--- src/hdl/dchio_defs.svh ---
// Constants of the disc controller host bus and drive I/O glue
// Operation
// Slave during host setup; no arbitration then
// Slave selected only by fixed base address
// Bus master for direct memory transfers
// Firmware drives bus sync, releases bus
// Transceiver enable is address OR data enable
// Transceiver enable sets host driver direction
// Host data buffered into 16-bit word
// Output bytes held, then driven to host
// Serial read data deserialized into bytes
// Buffer bytes serialized to drive data cable
// Control cable outputs from two latches
// Drive status sampled; read when selected
// One shared control cable, per-drive data
// Byte boundary tracked by bit counter
`ifndef DCHIO_DEFS_SVH
`define DCHIO_DEFS_SVH
// Slave base address, compared above the register block
`define DCHIO_BASE_ADDR 18'h3fdc0
`define DCHIO_SEL_LSB 4
// Bus control latch bit positions
`define DCHIO_BC_AEN 0
`define DCHIO_BC_DEN 1
`define DCHIO_BC_DMR 2
`define DCHIO_BC_RPLY 3
`define DCHIO_BC_SACK 4
`define DCHIO_BC_SYNC 5
`define DCHIO_BC_DIN 6
`define DCHIO_BC_DOUT 7
// System control latch bit positions
`define DCHIO_SC_RD 0
`define DCHIO_SC_WR 1
// Drive unit select bit inside the tag latch
`define DCHIO_TAG_UNIT 0
// Reset values
`define DCHIO_RST_BYTE 8'h00
`define DCHIO_RST_WORD 16'h0000
// Write bit cell time and its clock count
`define DCHIO_CLK_NS 100
`define DCHIO_WBIT_NS 400
`define DCHIO_WBIT_CYC ((`DCHIO_WBIT_NS + `DCHIO_CLK_NS - 1) / `DCHIO_CLK_NS)
`endif

--- src/hdl/dchio_pkg.sv ---
// Types of the disc controller host bus and drive I/O glue
package dchio_pkg;
  // Output bus destinations
  typedef enum logic [3:0] {
    DEST_DOUT_HI = 4'h0, DEST_DOUT_LO = 4'h1, DEST_DMA_HI = 4'h2,
    DEST_DMA_LO = 4'h3, DEST_TAGS = 4'h4, DEST_CTLBUS = 4'h5,
    DEST_SYSCTL = 4'h6, DEST_BUSCTL = 4'h7
  } dchio_dest_t;
  // Input bus sources
  typedef enum logic [3:0] {
    SRC_SLV_LO = 4'h0, SRC_SLV_HI = 4'h1, SRC_DIN_HI = 4'h2,
    SRC_DIN_LO = 4'h3, SRC_BUS_STAT = 4'h4, SRC_RD_BUF = 4'h5,
    SRC_DISC_STAT = 4'h6, SRC_UNIT_STAT = 4'h7
  } dchio_src_t;
  // Shift register modes
  typedef enum logic [1:0] {
    SH_IDLE = 2'b00, SH_READ = 2'b01, SH_WRITE = 2'b10
  } dchio_sh_t;
endpackage

--- src/hdl/dchio_top.sv ---
// Host bus and drive I/O glue of the disc controller
`timescale 1ns/100ps
`include "dchio_defs.svh"
module dchio_top (
  input wire logic CLK_I,
  input wire logic RST_I,
  input wire logic [7:0] MICRO_OUTPUT_BYTE_I,
  input wire logic MICRO_LOAD_I,
  input wire logic [3:0] MICRO_DEST_I,
  input wire logic [3:0] MICRO_SRC_I,
  output logic [7:0] MICRO_DATA_O,
  input wire logic [15:0] HOST_DAL_I,
  output logic [15:0] HOST_DAL_O,
  output logic HOST_DAL_OE_O,
  output logic BUS_TRANSCEIVER_ENABLE_O,
  input wire logic HOST_BS7_I,
  input wire logic HOST_SYNC_I,
  input wire logic HOST_DIN_I,
  input wire logic HOST_DOUT_I,
  input wire logic HOST_DMG_I,
  output logic HOST_SYNC_O,
  output logic HOST_DIN_O,
  output logic HOST_DOUT_O,
  output logic HOST_RPLY_O,
  output logic HOST_DMR_O,
  output logic HOST_SACK_O,
  output logic [7:0] DRV_TAGS_O,
  output logic [7:0] DRV_CTLBUS_O,
  input wire logic [7:0] DRV_STATUS_I,
  input wire logic [1:0] DRV_RDATA_I,
  input wire logic [1:0] DRV_RCLK_I,
  output logic [1:0] DRV_WDATA_O,
  output logic [1:0] DRV_WCLK_O,
  input wire logic [7:0] BUF_BYTE_I,
  input wire logic BUF_VALID_I,
  output logic BUF_TAKE_O,
  output logic [7:0] RD_BYTE_O,
  output logic RD_VALID_O
);

  ////////////////////////////////////////////////////////////////////////////
  // Pin synchronisers
  localparam int PB_BS7 = 16, PB_SYNC = 17, PB_DIN = 18, PB_DOUT = 19, PB_DMG = 20;
  localparam int PB_RDAT = 29, PB_RCLK = 31;
  localparam logic [2:0] WDIV_LAST = 3'(`DCHIO_WBIT_CYC - 1);
  localparam logic [2:0] WDIV_HALF = 3'(`DCHIO_WBIT_CYC / 2);
  logic [32:0] pin_raw, pin_s1, pin_s2;
  logic [1:0] rclk_d;
  logic sync_d;
  assign pin_raw = {DRV_RCLK_I, DRV_RDATA_I, DRV_STATUS_I, HOST_DMG_I, HOST_DOUT_I,
                    HOST_DIN_I, HOST_SYNC_I, HOST_BS7_I, HOST_DAL_I};

  // Two flops per pin, third stage only for edges
  always_ff @(posedge CLK_I or posedge RST_I) begin
    if (RST_I) begin
      pin_s1 <= 33'h0;
      pin_s2 <= 33'h0;
      rclk_d <= 2'h0;
      sync_d <= 1'b0;
    end else begin
      pin_s1 <= pin_raw;
      pin_s2 <= pin_s1;
      rclk_d <= pin_s2[PB_RCLK +: 2];
      sync_d <= pin_s2[PB_SYNC];
    end
  end

  // Slave address match against the fixed base
  function automatic logic f_hit(input logic bs7, input logic [15:0] adr);
    logic [17:0] full;
    full = {bs7, bs7, adr};
    f_hit = bs7 && (full[17:`DCHIO_SEL_LSB] == 14'(`DCHIO_BASE_ADDR >> `DCHIO_SEL_LSB));
  endfunction

  ////////////////////////////////////////////////////////////////////////////
  // Output latches and host bus side
  logic [15:0] dout_word, next_dout_word, dma_addr, next_dma_addr, slv_addr, next_slv_addr;
  logic [15:0] host_word, next_host_word, next_dal_o;
  logic [7:0] sysctl, next_sysctl, busctl, next_busctl, disc_stat, next_disc_stat;
  logic [7:0] next_tags, next_ctlbus, next_micro_data, bus_stat, unit_stat;
  logic slv_sel, next_slv_sel, next_dal_oe, next_dmr, next_sack, load, unit, underrun, nxt_full;
  logic [2:0] bit_cnt;
  dchio_pkg::dchio_sh_t sh_state;
  assign load = MICRO_LOAD_I;
  assign unit = DRV_TAGS_O[`DCHIO_TAG_UNIT];
  assign bus_stat = {pin_s2[PB_DMG], pin_s2[PB_SYNC], pin_s2[PB_DIN], pin_s2[PB_DOUT],
                     slv_sel, underrun, nxt_full, RD_VALID_O};
  assign unit_stat = {sh_state, unit, bit_cnt, 2'h0};
  // Next values of latches, slave decode and host drivers
  always_comb begin
    next_dout_word = dout_word;
    next_dma_addr = dma_addr;
    next_tags = DRV_TAGS_O;
    next_ctlbus = DRV_CTLBUS_O;
    next_sysctl = sysctl;
    next_busctl = busctl;
    if (load) begin
      case (dchio_pkg::dchio_dest_t'(MICRO_DEST_I))
        dchio_pkg::DEST_DOUT_HI: next_dout_word[15:8] = MICRO_OUTPUT_BYTE_I;
        dchio_pkg::DEST_DOUT_LO: next_dout_word[7:0] = MICRO_OUTPUT_BYTE_I;
        dchio_pkg::DEST_DMA_HI: next_dma_addr[15:8] = MICRO_OUTPUT_BYTE_I;
        dchio_pkg::DEST_DMA_LO: next_dma_addr[7:0] = MICRO_OUTPUT_BYTE_I;
        dchio_pkg::DEST_TAGS: next_tags = MICRO_OUTPUT_BYTE_I;
        dchio_pkg::DEST_CTLBUS: next_ctlbus = MICRO_OUTPUT_BYTE_I;
        dchio_pkg::DEST_SYSCTL: next_sysctl = MICRO_OUTPUT_BYTE_I;
        dchio_pkg::DEST_BUSCTL: next_busctl = MICRO_OUTPUT_BYTE_I;
        default: next_busctl = busctl;
      endcase
    end
    // Address phase from the host selects this slave
    next_slv_addr = slv_addr;
    next_slv_sel = slv_sel;
    if (!busctl[`DCHIO_BC_SYNC] && pin_s2[PB_SYNC] && !sync_d) begin
      next_slv_addr = pin_s2[15:0];
      next_slv_sel = f_hit(pin_s2[PB_BS7], pin_s2[15:0]);
    end else if (!pin_s2[PB_SYNC]) begin
      next_slv_sel = 1'b0;
    end
    // Host data word buffered for the input mux
    next_host_word = host_word;
    if ((slv_sel && pin_s2[PB_DOUT]) || busctl[`DCHIO_BC_DIN]) begin
      next_host_word = pin_s2[15:0];
    end
    next_disc_stat = pin_s2[PB_DMG + 1 +: 8];
    // Input bus source mux
    case (dchio_pkg::dchio_src_t'(MICRO_SRC_I))
      dchio_pkg::SRC_SLV_LO: next_micro_data = slv_addr[7:0];
      dchio_pkg::SRC_SLV_HI: next_micro_data = slv_addr[15:8];
      dchio_pkg::SRC_DIN_HI: next_micro_data = host_word[15:8];
      dchio_pkg::SRC_DIN_LO: next_micro_data = host_word[7:0];
      dchio_pkg::SRC_BUS_STAT: next_micro_data = bus_stat;
      dchio_pkg::SRC_RD_BUF: next_micro_data = RD_BYTE_O;
      dchio_pkg::SRC_DISC_STAT: next_micro_data = disc_stat;
      dchio_pkg::SRC_UNIT_STAT: next_micro_data = unit_stat;
      default: next_micro_data = `DCHIO_RST_BYTE;
    endcase
    // Drivers face the host only while an enable phase runs
    next_dal_oe = busctl[`DCHIO_BC_AEN] | busctl[`DCHIO_BC_DEN];
    next_dal_o = busctl[`DCHIO_BC_AEN] ? dma_addr : dout_word;
    next_dmr = busctl[`DCHIO_BC_DMR] & ~slv_sel;
    next_sack = busctl[`DCHIO_BC_SACK] & pin_s2[PB_DMG] & ~slv_sel;
  end

  // Register the latch group
  always_ff @(posedge CLK_I or posedge RST_I) begin
    if (RST_I) begin
      dout_word <= `DCHIO_RST_WORD;
      dma_addr <= `DCHIO_RST_WORD;
      DRV_TAGS_O <= `DCHIO_RST_BYTE;
      DRV_CTLBUS_O <= `DCHIO_RST_BYTE;
      sysctl <= `DCHIO_RST_BYTE;
      busctl <= `DCHIO_RST_BYTE;
      slv_addr <= `DCHIO_RST_WORD;
      slv_sel <= 1'b0;
      host_word <= `DCHIO_RST_WORD;
      disc_stat <= `DCHIO_RST_BYTE;
      MICRO_DATA_O <= `DCHIO_RST_BYTE;
      HOST_DAL_O <= `DCHIO_RST_WORD;
      HOST_DAL_OE_O <= 1'b0;
      BUS_TRANSCEIVER_ENABLE_O <= 1'b0;
      HOST_SYNC_O <= 1'b0;
      HOST_DIN_O <= 1'b0;
      HOST_DOUT_O <= 1'b0;
      HOST_RPLY_O <= 1'b0;
      HOST_DMR_O <= 1'b0;
      HOST_SACK_O <= 1'b0;
    end else begin
      dout_word <= next_dout_word;
      dma_addr <= next_dma_addr;
      DRV_TAGS_O <= next_tags;
      DRV_CTLBUS_O <= next_ctlbus;
      sysctl <= next_sysctl;
      busctl <= next_busctl;
      slv_addr <= next_slv_addr;
      slv_sel <= next_slv_sel;
      host_word <= next_host_word;
      disc_stat <= next_disc_stat;
      MICRO_DATA_O <= next_micro_data;
      HOST_DAL_O <= next_dal_o;
      HOST_DAL_OE_O <= next_dal_oe;
      BUS_TRANSCEIVER_ENABLE_O <= next_dal_oe;
      HOST_SYNC_O <= busctl[`DCHIO_BC_SYNC];
      HOST_DIN_O <= busctl[`DCHIO_BC_DIN];
      HOST_DOUT_O <= busctl[`DCHIO_BC_DOUT];
      HOST_RPLY_O <= busctl[`DCHIO_BC_RPLY] & slv_sel;
      HOST_DMR_O <= next_dmr;
      HOST_SACK_O <= next_sack;
    end
  end

  ////////////////////////////////////////////////////////////////////////////
  // Read/write shift register
  dchio_pkg::dchio_sh_t next_sh_state;
  logic [7:0] sh, next_sh, nxt_byte, next_nxt_byte, next_rd_byte;
  logic [2:0] next_bit_cnt, wdiv, next_wdiv;
  logic next_nxt_full, next_underrun, next_rd_valid, next_take, wbit, next_wbit;
  logic r_edge, r_bit, w_tick;
  logic [1:0] next_wdata, next_wclk;
  assign r_edge = pin_s2[PB_RCLK + 32'(unit)] & ~rclk_d[unit];
  assign r_bit = pin_s2[PB_RDAT + 32'(unit)];
  assign w_tick = (wdiv == WDIV_LAST);
  // Mode, bit count, serial and parallel sides
  always_comb begin
    next_sh_state = sh_state;
    next_sh = sh;
    next_bit_cnt = bit_cnt;
    next_nxt_byte = nxt_byte;
    next_nxt_full = nxt_full;
    next_underrun = underrun;
    next_wdiv = 3'h0;
    next_rd_byte = RD_BYTE_O;
    next_rd_valid = 1'b0;
    next_take = 1'b0;
    next_wbit = wbit;
    case (sh_state)
      dchio_pkg::SH_IDLE: begin
        next_bit_cnt = 3'h0;
        next_wbit = 1'b0;
        if (sysctl[`DCHIO_SC_RD]) begin
          next_sh_state = dchio_pkg::SH_READ;
        end else if (sysctl[`DCHIO_SC_WR]) begin
          next_sh_state = dchio_pkg::SH_WRITE;
          next_underrun = 1'b0;
        end
      end
      dchio_pkg::SH_READ: begin
        if (!sysctl[`DCHIO_SC_RD]) begin
          next_sh_state = dchio_pkg::SH_IDLE;
        end else if (r_edge) begin
          next_sh = {sh[6:0], r_bit};
          next_bit_cnt = bit_cnt + 3'h1;
          if (bit_cnt == 3'h7) begin
            next_rd_byte = {sh[6:0], r_bit};
            next_rd_valid = 1'b1;
          end
        end
      end
      dchio_pkg::SH_WRITE: begin
        next_wdiv = w_tick ? 3'h0 : wdiv + 3'h1;
        if (!sysctl[`DCHIO_SC_WR]) begin
          next_sh_state = dchio_pkg::SH_IDLE;
        end
        if (w_tick && bit_cnt == 3'h0) begin
          next_sh = {nxt_byte[6:0], 1'b0};
          next_wbit = nxt_byte[7];
          next_underrun = underrun | ~nxt_full;
          next_nxt_full = 1'b0;
          next_bit_cnt = 3'h1;
        end else if (w_tick) begin
          next_sh = {sh[6:0], 1'b0};
          next_wbit = sh[7];
          next_bit_cnt = bit_cnt + 3'h1;
        end
        if (!nxt_full && BUF_VALID_I) begin // Take after unload, so a take wins
          next_nxt_byte = BUF_BYTE_I;
          next_nxt_full = 1'b1;
          next_take = 1'b1;
        end
      end
      default: next_sh_state = dchio_pkg::SH_IDLE;
    endcase
    // Only the selected drive's data channel is driven
    next_wdata = 2'h0;
    next_wclk = 2'h0;
    if (next_sh_state == dchio_pkg::SH_WRITE) begin
      next_wdata[unit] = next_wbit;
      next_wclk[unit] = (next_wdiv < WDIV_HALF);
    end
  end

  // Register the shift group
  always_ff @(posedge CLK_I or posedge RST_I) begin
    if (RST_I) begin
      sh_state <= dchio_pkg::SH_IDLE;
      sh <= `DCHIO_RST_BYTE;
      bit_cnt <= 3'h0;
      nxt_byte <= `DCHIO_RST_BYTE;
      nxt_full <= 1'b0;
      underrun <= 1'b0;
      wdiv <= 3'h0;
      wbit <= 1'b0;
      RD_BYTE_O <= `DCHIO_RST_BYTE;
      RD_VALID_O <= 1'b0;
      BUF_TAKE_O <= 1'b0;
      DRV_WDATA_O <= 2'h0;
      DRV_WCLK_O <= 2'h0;
    end else begin
      sh_state <= next_sh_state;
      sh <= next_sh;
      bit_cnt <= next_bit_cnt;
      nxt_byte <= next_nxt_byte;
      nxt_full <= next_nxt_full;
      underrun <= next_underrun;
      wdiv <= next_wdiv;
      wbit <= next_wbit;
      RD_BYTE_O <= next_rd_byte;
      RD_VALID_O <= next_rd_valid;
      BUF_TAKE_O <= next_take;
      DRV_WDATA_O <= next_wdata;
      DRV_WCLK_O <= next_wclk;
    end
  end
endmodule // dchio_top

--- config.mk ---
export PLATFORM = sky130hd
export DESIGN_NAME = dchio_top
export DESIGN_NICKNAME = d
export VERILOG_FILES = /design/src/hdl/dchio_pkg.sv /design/src/hdl/dchio_top.sv
export VERILOG_INCLUDE_DIRS = /design/src /design/src/hdl
export SDC_FILE = /design/constraint.sdc
export NUM_CORES = 1
export LEC_CHECK = 0
export BUFFER_PORTS_ARGS = -buffer_cell sky130_fd_sc_hd__clkbuf_2
export CAP_MARGIN = 10
export CORE_AREA = 2 2 133 135
export CTS_BUF_LIST = sky130_fd_sc_hd__clkbuf_4
export CTS_CLUSTER_DIAMETER = 150
export DETAILED_ROUTE_END_ITERATION = 10
export DIE_AREA = 0 0 135 137
export PLACE_DENSITY = 0.87
export SETUP_SLACK_MARGIN = 0.4
export SLEW_MARGIN = 20
export SYNTH_ARGS = -nofsm -noshare
export SYNTH_HDL_FRONTEND = slang
export SYNTH_SLANG_ARGS = --single-unit
--- constraint.sdc ---
create_clock -name CLK_I -period 6.55 [get_ports CLK_I]
set_clock_uncertainty 0.15 [all_clocks]
set_input_delay 0.3275 -clock CLK_I [delete_from_list [all_inputs] [get_ports CLK_I]]
set_output_delay 0.3275 -clock CLK_I [all_outputs]
set_load 0.005 [all_outputs]
After elaboration in Yosys (flattened, before gate mapping)
Index checks and enable logic that the tools add are counted.
Widths: inputs -> output; s select.
{ "word_totals": {"reg_bits": 240, "output_inout_bits": 62} }
{ "op_classes": {"reduce_logical": 33, "n_mux": 46, "n_eq_ne": 27, "bitwise_logic": 12, "n_addsub": 4, "order_cmp": 5} }
{ "ops": {"columns": ["operator", "n"], "rows": [
  ["$pmux 8 s8", 1],
  ["$eq 4x3->1 const B", 8],
  ["$mux 8", 4],
  ["$mux 1", 20],
  ["$reduce_and 2->1", 10],
  ["$mux 3", 6],
  ["$eq 4x2->1 const B", 4],
  ["$mux 16", 1],
  ["$pmux 8 s2", 1],
  ["$reduce_and 4->1", 4],
  ["$eq 14x14->1 const B", 1],
  ["$lt 6x7->1 const B", 2],
  ["$add 5x1->6 const A", 2],
  ["$bmux 1 s6", 2],
  ["$mux 2", 6],
  ["$ne 2x2->1 const B", 5],
  ["$pmux 3 s3", 1],
  ["$eq 4x1->1 const B", 2],
  ["$logic_not 4->1", 2],
  ["$logic_and 1x1->1", 7],
  ["$add 3x1->3 const B", 2],
  ["$pmux 2 s3", 1],
  ["$reduce_bool 2->1", 3],
  ["$and 1x1->1", 5],
  ["other kinds (19)", 27]
]} }

Depth between registers and ports, before layout
Gate-level depths: netlist of run 1.
{ "logic_depth": {"word_depth": 7, "mapped_depth": 7, "mapped_depth_nobuf": 6} }

Least setup slack after synthesis of run 1
No wires, ideal clock.
{ "synth_timing": {"path_kind": "reg-to-reg", "startpoint": "register sh_state[0]", "endpoint": "register sh[1]", "n_path_buf": 1, "required_ns": 6.275, "stages_incl_launch_ff": 8, "synth_period_minus_slack_ns": 1.977, "t_arrival_ns": 1.703, "setup_slack_ns": 4.573, "path_cell_list": "dfrtp_1 -> inv_1 -> ha_1 -> inv_1 -> or2_1 -> buf_4 -> mux2_2 -> mux2_2"} }
{ "synth_via": {"elab_chain_len": 3} }
{ "synth_lines": {"columns": ["element", "line_no", "text"], "rows": [
  ["start, declared", "dchio_top.sv:83", "dchio_pkg::dchio_sh_t sh_state;"],
  ["start signal, assigned", "dchio_top.sv:274", "sh_state <= dchio_pkg::SH_IDLE;"],
  ["start signal, assigned", "dchio_top.sv:288", "sh_state <= next_sh_state;"],
  ["$eq 2x2->1 / $eq 2x1->1 (equally long branches)", "dchio_top.sv:215", "case (sh_state)"],
  ["$ne 3x3->1 (no source line), or another cell as far along", null, null],
  ["$reduce_and 4->1 (no source line)", null, null],
  ["end signal, assigned", "dchio_top.sv:275", "sh <= `DCHIO_RST_BYTE;"],
  ["end signal, assigned", "dchio_top.sv:289", "sh <= next_sh;"],
  ["end, declared", "dchio_top.sv:194", "logic [7:0] sh, next_sh, nxt_byte, next_nxt_byte, next_rd_byte;"]
]} }
Several ways; a longest one is shown, not always the timed one.
A chain may end at the register's enable or synchronous reset.

Worst setup path after layout of run 1
{ "layout_timing": {"startpoint": "register sh_state[0]", "endpoint": "register sh[3]"} }
The elaborated chain is that of the path after synthesis.

==> metrics, run 1 <==
R2R Setup Slk 4.08 ns; Detail Placement HPWL 12.53 mm; DRC 0; share of layout cells above drive strength 1 0.4685; Core Area 17060 sq um; GPL Wtd Cong 0.9250; # resized after CTS 0; worst endpoint required time 6.94 ns; unrepaired setup endpoints after global routing no; CTS clock-pin slew for the worst setup and hold paths 0.07 ns; # fillers 1230; final antenna-violating net count 0; Max Root-Sink Buffers 3; FMAX 0.4045 GHz; final cell count without fillers 1052; Seq/Total Area, Yosys 0.6754; Clock Sinks 240; Setup TNS 0 ns; Root Buffer Master clkbuf_4; Leakage 5.212 nW; critical path endpoint category register; initial antenna violation count 1; number of port buffers 122; P&R area growth vs syn 23.93%; Unique masters post-synth 51; fraction of registers with async set/reset 1.000; worst-margin pin slew 0.8383 ns; vias in the first global route 6159; final core utilization 0.6461; Mapped Cells 562; Final Critical Period 2.472 ns; Top Ports 123; CTS H-tree lvls 2; CTS Buf Count 58; post-synthesis net count 632; status complete, no violations; pwr dens 338.5 nW/um^2; pin count of the biggest net entering global routing 85; CTS tree built; die width 135 um; EDFF count, synth 0; Die Span Y 137 um; maxcap violations 0; Synth area leader dfrtp_1; DRT Pass-1 Iters 4; IR drop worst, VDD 237.8 uV; largest cells by area after synthesis dfrtp_1 (68%), mux2_2 (19%), ha_1 (1.3%); Die Area 18500 sq um; drt via density 5.291; most common cell in the synthesized netlist dfrtp_1; Place WS 4.100 ns; via count 5566; synth warn 0; Slew Limit Fails 0; post-synthesis average cell area 15.82 sq um; critical path arrival 2.86 ns; setup ws final 4.078 ns; post-DR wirelength/cell 18.36 um; Final Cycle Share 0.3774; Layout Nets 855; Site Rows 48; Netlist Area Pre-Place 8892 sq um; DP Cell Count 894; first-pass GRT wire length 31.32 mm; critical path peak fanout 13; final setup vio count 0; Clk Latency, worst-skew pair 0.67 ns; Hold WS 0.02324 ns; initial core utilization 0.5213; area share of the largest cell type after synthesis 0.6754; aggregate global routing overflow 0; CP startpoint kind register; top cells by count, synth dfrtp_1 (240), mux2_2 (148), nand2_1 (18); WS Path Type register to register; Hold Fails Final Rpt 0; prevailing post-synth register cell dfrtp_1; all-layer global routing usage 0.2188; Max-slew headroom 0.4391; Min-Delay Path Class primary input to async pin; DRT iter0 DRCs 291; post-synthesis register bit count 240; Total Wirelength 19.31 mm; path depth of the worst reg2reg path 6
[flip-flops by register name, indices dropped and copies added (netlist names), 3 cells and up]
signal,flops
disc_stat,8
host_word,16
nxt_byte,8
RD_BYTE_O,8
dma_addr,16
DRV_CTLBUS_O,8
bit_cnt,3
MICRO_DATA_O,8
wdiv,3
busctl,8
dout_word,16
sh,8
HOST_DAL_O,16
pin_s1,33
DRV_TAGS_O,8
slv_addr,16
pin_s2,33
[layout make-up]
class | instances | area, sq um | share of cell area
Sequential cell | 240 | 6006 | 0.5450
Timing Repair Buffer | 183 | 1222 | 0.1109
Antenna cell | 1 | 2.502 | 0.0002271
Clock inverter | 15 | 68.82 | 0.006244
Inverter | 8 | 33.78 | 0.003065
Clock buffer | 86 | 645.6 | 0.05858
Tap cell | 225 | 281.5 | 0.02554
Multi-Input combinational cell | 294 | 2760 | 0.2505
[final timing paths]
path,start,endpoint
min in group CLK_I,MICRO_DEST_I[0],dma_addr[11]$_DFFE_PP0P_
hold reg to reg,pin_s1[24]$_DFF_PP0_,pin_s2[24]$_DFF_PP0_
setup / recovery,sh_state[0]$_DFF_PP0_,sh[3]$_DFFE_PP0P_
max in group asynchronous,RST_I,pin_s1[5]$_DFF_PP0_
hold / removal,RST_I,nxt_byte[6]$_DFFE_PP0P_
setup reg to reg,sh_state[0]$_DFF_PP0_,sh[3]$_DFFE_PP0P_
[metrics by stage]
| stage | power (mW) | instance area (sq um) |
|---|---|---|
| after global placement | 2.488 | 9729 |
| final | 3.730 | 11020 |
| after detailed placement | 2.551 | 9729 |
| after CTS | 3.755 | 10990 |
| after global routing | 3.924 | 11020 |
| after floorplan | 2.306 | 8896 |
[power by group]
group / leakage, nW / switching [mW] / internal (mW)
logic: 1.84 / 0.308 / 0.370
registers: 2.95 / 0.155 / 1.73
clock network: 0.430 / 0.569 / 0.600
total: 5.21 / 1.03 / 2.70
[cell families (layout without fill, tap and decap cells)]
| group | after synthesis | count (layout) | synth area share |
|---|---|---|---|
| AOI/OAI and AO/OA | 44 | 44 | 0.03743 |
| adders and majority gates | 9 | 9 | 0.01266 |
| buffers and inverters | 28 | 292 | 0.01421 |
| DFF | 240 | 240 | 0.6754 |
| muxes | 159 | 159 | 0.2040 |
| other | 0 | 1 | 0 |
| and+or+nand+nor | 82 | 82 | 0.05628 |
[placed cells by master, fill, tap and decap left out, types with 4 or more instances in the layout]
master	n
a21oi_1	9
a221oi_1	4
a22oi_1	8
a31oi_1	4
and2_1	4
buf_4	4
clkbuf_2	122
clkbuf_4	86
clkinv_1	9
dfrtp_1	240
dlygate4sd3_1	55
ha_1	9
inv_1	7
mux2_2	148
mux2i_1	8
nand2_1	18
nand3_1	4
nand3b_1	10
nor2_1	13
nor2b_1	4
nor3b_2	5
o21ai_0	5
[worst max-delay path, stage by stage (launching register included)]
cell	delay [ns]
dfrtp_1	0.45
inv_1	0.14
ha_1	0.45
inv_1	0.15
or2_1	0.41
mux2_2	0.34
mux2_2	0.26
[metal layers]
metal	up-vias	wire (um)	global-route usage
li1	2494	-	-
met3	38	1041	0.04778
met5	-	0	0
met1	2854	8033	0.2798
met4	0	439	0.09317
met2	180	9799	0.3644
[what timing repair did]
| item | CTS | global route |
|---|---|---|
| hold buffers | 55 | 0 |
| endpoints found under the setup margin | 0 | 0 |
| endpoints found under the hold margin | 151 | 0 |
| buffers inserted | 0 | 0 |
Note: power is estimated with default switching activity, not from simulation.
==> run 2: changes to the inputs <==
Settings changed: ABC_AREA set to 1, CORE_AREA 2 2 133 135 to 2 2 128 130, DIE_AREA 0 0 135 137 to 0 0 130 132, PLACE_DENSITY 0.87 to 0.91.
Clock period 6.55 ns to 2.43 ns, I/O delays scaled along.
==> run 2 against run 1 <==
  * Critical path depth grew 3
  * Via count rose by 27%
  * Register-to-register slack got worse by 3.5 ns
  * Area after synthesis up 2.3%
  * Synthesized cell count grew 57%
  * Hold slack improved by 0.053 ns
  * Non-clock buffer count grew 49
  * Critical path type is now primary input to register
==> metrics, run 2 <==
Worst R2R End sh[6]$_DFFE_PP0P_; Layout Nets 1224 (+43%); post-synthesis net count 954 (+51%); Root Buffer Master clkbuf_4; EDFF count, synth 0 (unchanged); Mapped Cells 884 (+57%); FMAX 0.5118 GHz; Power Total 10.03 mW (+170%); pin count of the biggest net entering global routing 89 (+4.7%); all-layer global routing usage 0.2640 (+0.04520); CP most frequent cell dlygate4sd3_1; DRT iter0 DRCs 448 (+54%); R2R Setup Slk 0.58 ns (-3.50 ns); post-DR wirelength/cell 15.53 um (-15%); vias in the first global route 7363 (+20%); CTS clock-pin slew for the worst setup and hold paths 0.07 ns (about the same); Reg2Reg Launch Point sh_state[0]$_DFF_PP0_; largest cells by area after synthesis dfrtp_1 (66%), nand2_1 (12%), inv_1 (3.4%); final core utilization 0.7387 (+0.09261); min-delay src BUF_BYTE_I[4]; Max-slew headroom 0.5791 (+0.1400); Synth area leader dfrtp_1; Netlist Area Pre-Place 9092 sq um (+2.3%); Worst Hold Endpoint nxt_byte[4]$_DFFE_PP0P_; Clock Sinks 240 (unchanged); pwr dens 863.8 nW/um^2 (+160%); via count 7081 (+27%); Total Wirelength 21.85 mm (+13%); DP Cell Count 1208 (+35%); CP top delay family buffers and inverters; fraction of registers with async set/reset 1.000 (unchanged); initial antenna violation count 2 (+1); Hold Fails Final Rpt 0 (unchanged); final antenna-violating net count 0 (unchanged); post-synthesis average cell area 10.29 sq um (-35%); Crit path buffers/inverters 4 (+2); Leakage 6.038 nW (+16%); Cell Chain, Critical Path dlygate4sd3_1, clkbuf_2, inv_2, nor2_2, nand2_2, nor2_4, dlygate4sd3_1, nor2_1, a21oi_1; Max Root-Sink Buffers 3 (unchanged); Top Ports 123 (unchanged); CTS Buf Count 57 (-1.7%); Detail Placement HPWL 13.28 mm (+6.0%); Regs by FF count pin_s1: 33 flops, pin_s2: 33 flops; synth warn 0 (unchanged); critical path arrival 2.40 ns (-0.46 ns); WS Path Type primary input to register; top cells by count, synth nand2_1 (288), dfrtp_1 (240), inv_1 (83); commonest non-fill, non-tap cell in the layout nand2_1; Clk Latency, worst-skew pair 0.68 ns (about the same); Final Critical Period 1.954 ns; area share of the largest cell type after synthesis 0.6605 (-0.01487); worst-margin pin slew 0.6290 ns (-0.2092 ns); Unique masters post-synth 32 (-37%); maxcap violations 0 (unchanged); CTS tree built; initial core utilization 0.5787 (+0.05733); share of layout cells above drive strength 1 0.2355 (-0.2330); CP max stage delay 0.91 ns (+0.46 ns); CTS H-tree lvls 2 (unchanged); post-CTS setup buffer count 0 (unchanged); slowest stage cell, crit path dlygate4sd3_1; Seq/Total Area, Yosys 0.6605 (-0.01487); DRT Pass-1 Iters 5 (+1); critical path endpoint category register; Die Area 17160 sq um (-7.2%); worst endpoint required time 2.87 ns (-4.07 ns); post-synthesis register bit count 240 (unchanged); Final Cycle Share 0.8041; WHS Path Cells 4; CP startpoint kind primary input; path depth of the worst reg2reg path 7 (+1); final cell count without fillers 1407 (+34%); Core Area 15710 sq um (-7.9%); DRC 0 (unchanged); IR drop worst, VDD 555.2 uV (+130%); most frequent cells in the layout nand2_1 (288), dfrtp_1 (239), clkbuf_2 (122), dlygate4sd3_1 (102), inv_1 (81); Cell Area, Placed 9872 sq um (+1.5%); die width 130 um (-3.7%); number of port buffers 122 (unchanged); drt via density 5.033 (-4.9%); P&R area growth vs syn 27.66%; Die Span Y 132 um (-3.6%); prevailing post-synth register cell dfrtp_1; Slew Limit Fails 0 (unchanged); aggregate global routing overflow 0 (unchanged); GPL Wtd Cong 0.8727 (-5.7%); most common cell in the synthesized netlist nand2_1; unrepaired setup endpoints after global routing no; final setup vio count 0 (unchanged); critical path peak fanout 14 (+1); Min-Delay Path Class primary input to register; fin area 11610 sq um (+5.3%); status complete, no violations; first-pass GRT wire length 35.19 mm (+12%); Site Rows 46 (-4.2%)
-- run 2: worst register-to-register path, stage by stage, from the launching register on --
cell	delay [ns]
dfrtp_2	0.46
inv_1	0.11
ha_2	0.34
nand3_2	0.30
nand2_1	0.15
o21ai_0	0.10
nand2_1	0.08
nand2_1	0.04
-- run 2: worst max path at each step --
stage          cells past startpoint                          end  slack [ns]             startpoint
2_1_floorplan                      1         BUF_TAKE_O$_DFF_PP0_       -0.99                  RST_I
3_3_place_gp                       7            sh[7]$_DFFE_PP0P_        0.53  sh_state[0]$_DFF_PP0_
3_5_place_dp                       7            sh[4]$_DFFE_PP0P_        0.41  sh_state[0]$_DFF_PP0_
4_1_cts                           10    MICRO_DATA_O[1]$_DFF_PP0_        0.43         MICRO_SRC_I[2]
5_1_grt                            7            sh[0]$_DFFE_PP0P_        0.42  sh_state[0]$_DFF_PP0_
6_report                           9  DRV_CTLBUS_O[3]$_DFFE_PP0P_        0.48        MICRO_DEST_I[0]
-- run 2: repair_timing --
item,4_1_cts,5_1_grt
endpoints found under the hold margin,349,0
setup endpoints to repair,9,17
hold buffers,103,0
resized for setup,1,4
-- run 2: report_power, final --
group / switching (mW) / internal (mW)
registers: 0.382 / 4.64
clock network: 1.52 / 1.61
logic: 1.11 / 0.769
total: 3.01 / 7.02
-- run 2: metal layers --
| layer | up-vias | GRT usage | wire [um] |
|---|---|---|---|
| met5 | - | 0 | 0 |
| met2 | 285 | 0.4436 | 11150 |
| met4 | 0 | 0.1260 | 729 |
| met1 | 3389 | 0.3114 | 8409 |
| met3 | 61 | 0.07508 | 1567 |
| li1 | 3346 | - | - |
-- run 2: through the flow --
stage / setup slack (ns) / hold WS, ns / TNS (ns)
2_1_floorplan: -0.9893 / 0.002930 / -237.44
3_3_place_gp: 0.5320 / 0.01817 / 0
3_5_place_dp: 0.4116 / 0.02277 / 0
4_1_cts: 0.4303 / 0.01946 / 0
5_1_grt: 0.4244 / 0.07682 / 0
6_report: 0.4760 / 0.07664 / 0
-- run 2: cell type report --
class | instances | area, sq um
multi-input cells | 537 | 2601
flip-flops and latches | 240 | 6007
diodes | 2 | 5.005
well taps | 216 | 270.3
clock buffers | 80 | 600.6
repair buffers | 232 | 1709
clock inverters | 14 | 83.83
inverters | 86 | 330.3
fillers | 1053 | 4105
-- run 2: cell families after synthesis --
group / share of synthesized area
AND/OR/NAND/NOR: 0.1841
AO/OA/AOI/OAI: 0.08518
buffers and inverters: 0.05422
multiplexers: 0.003578
adder cells (fa/ha/maj): 0.01238
flip-flops: 0.6605
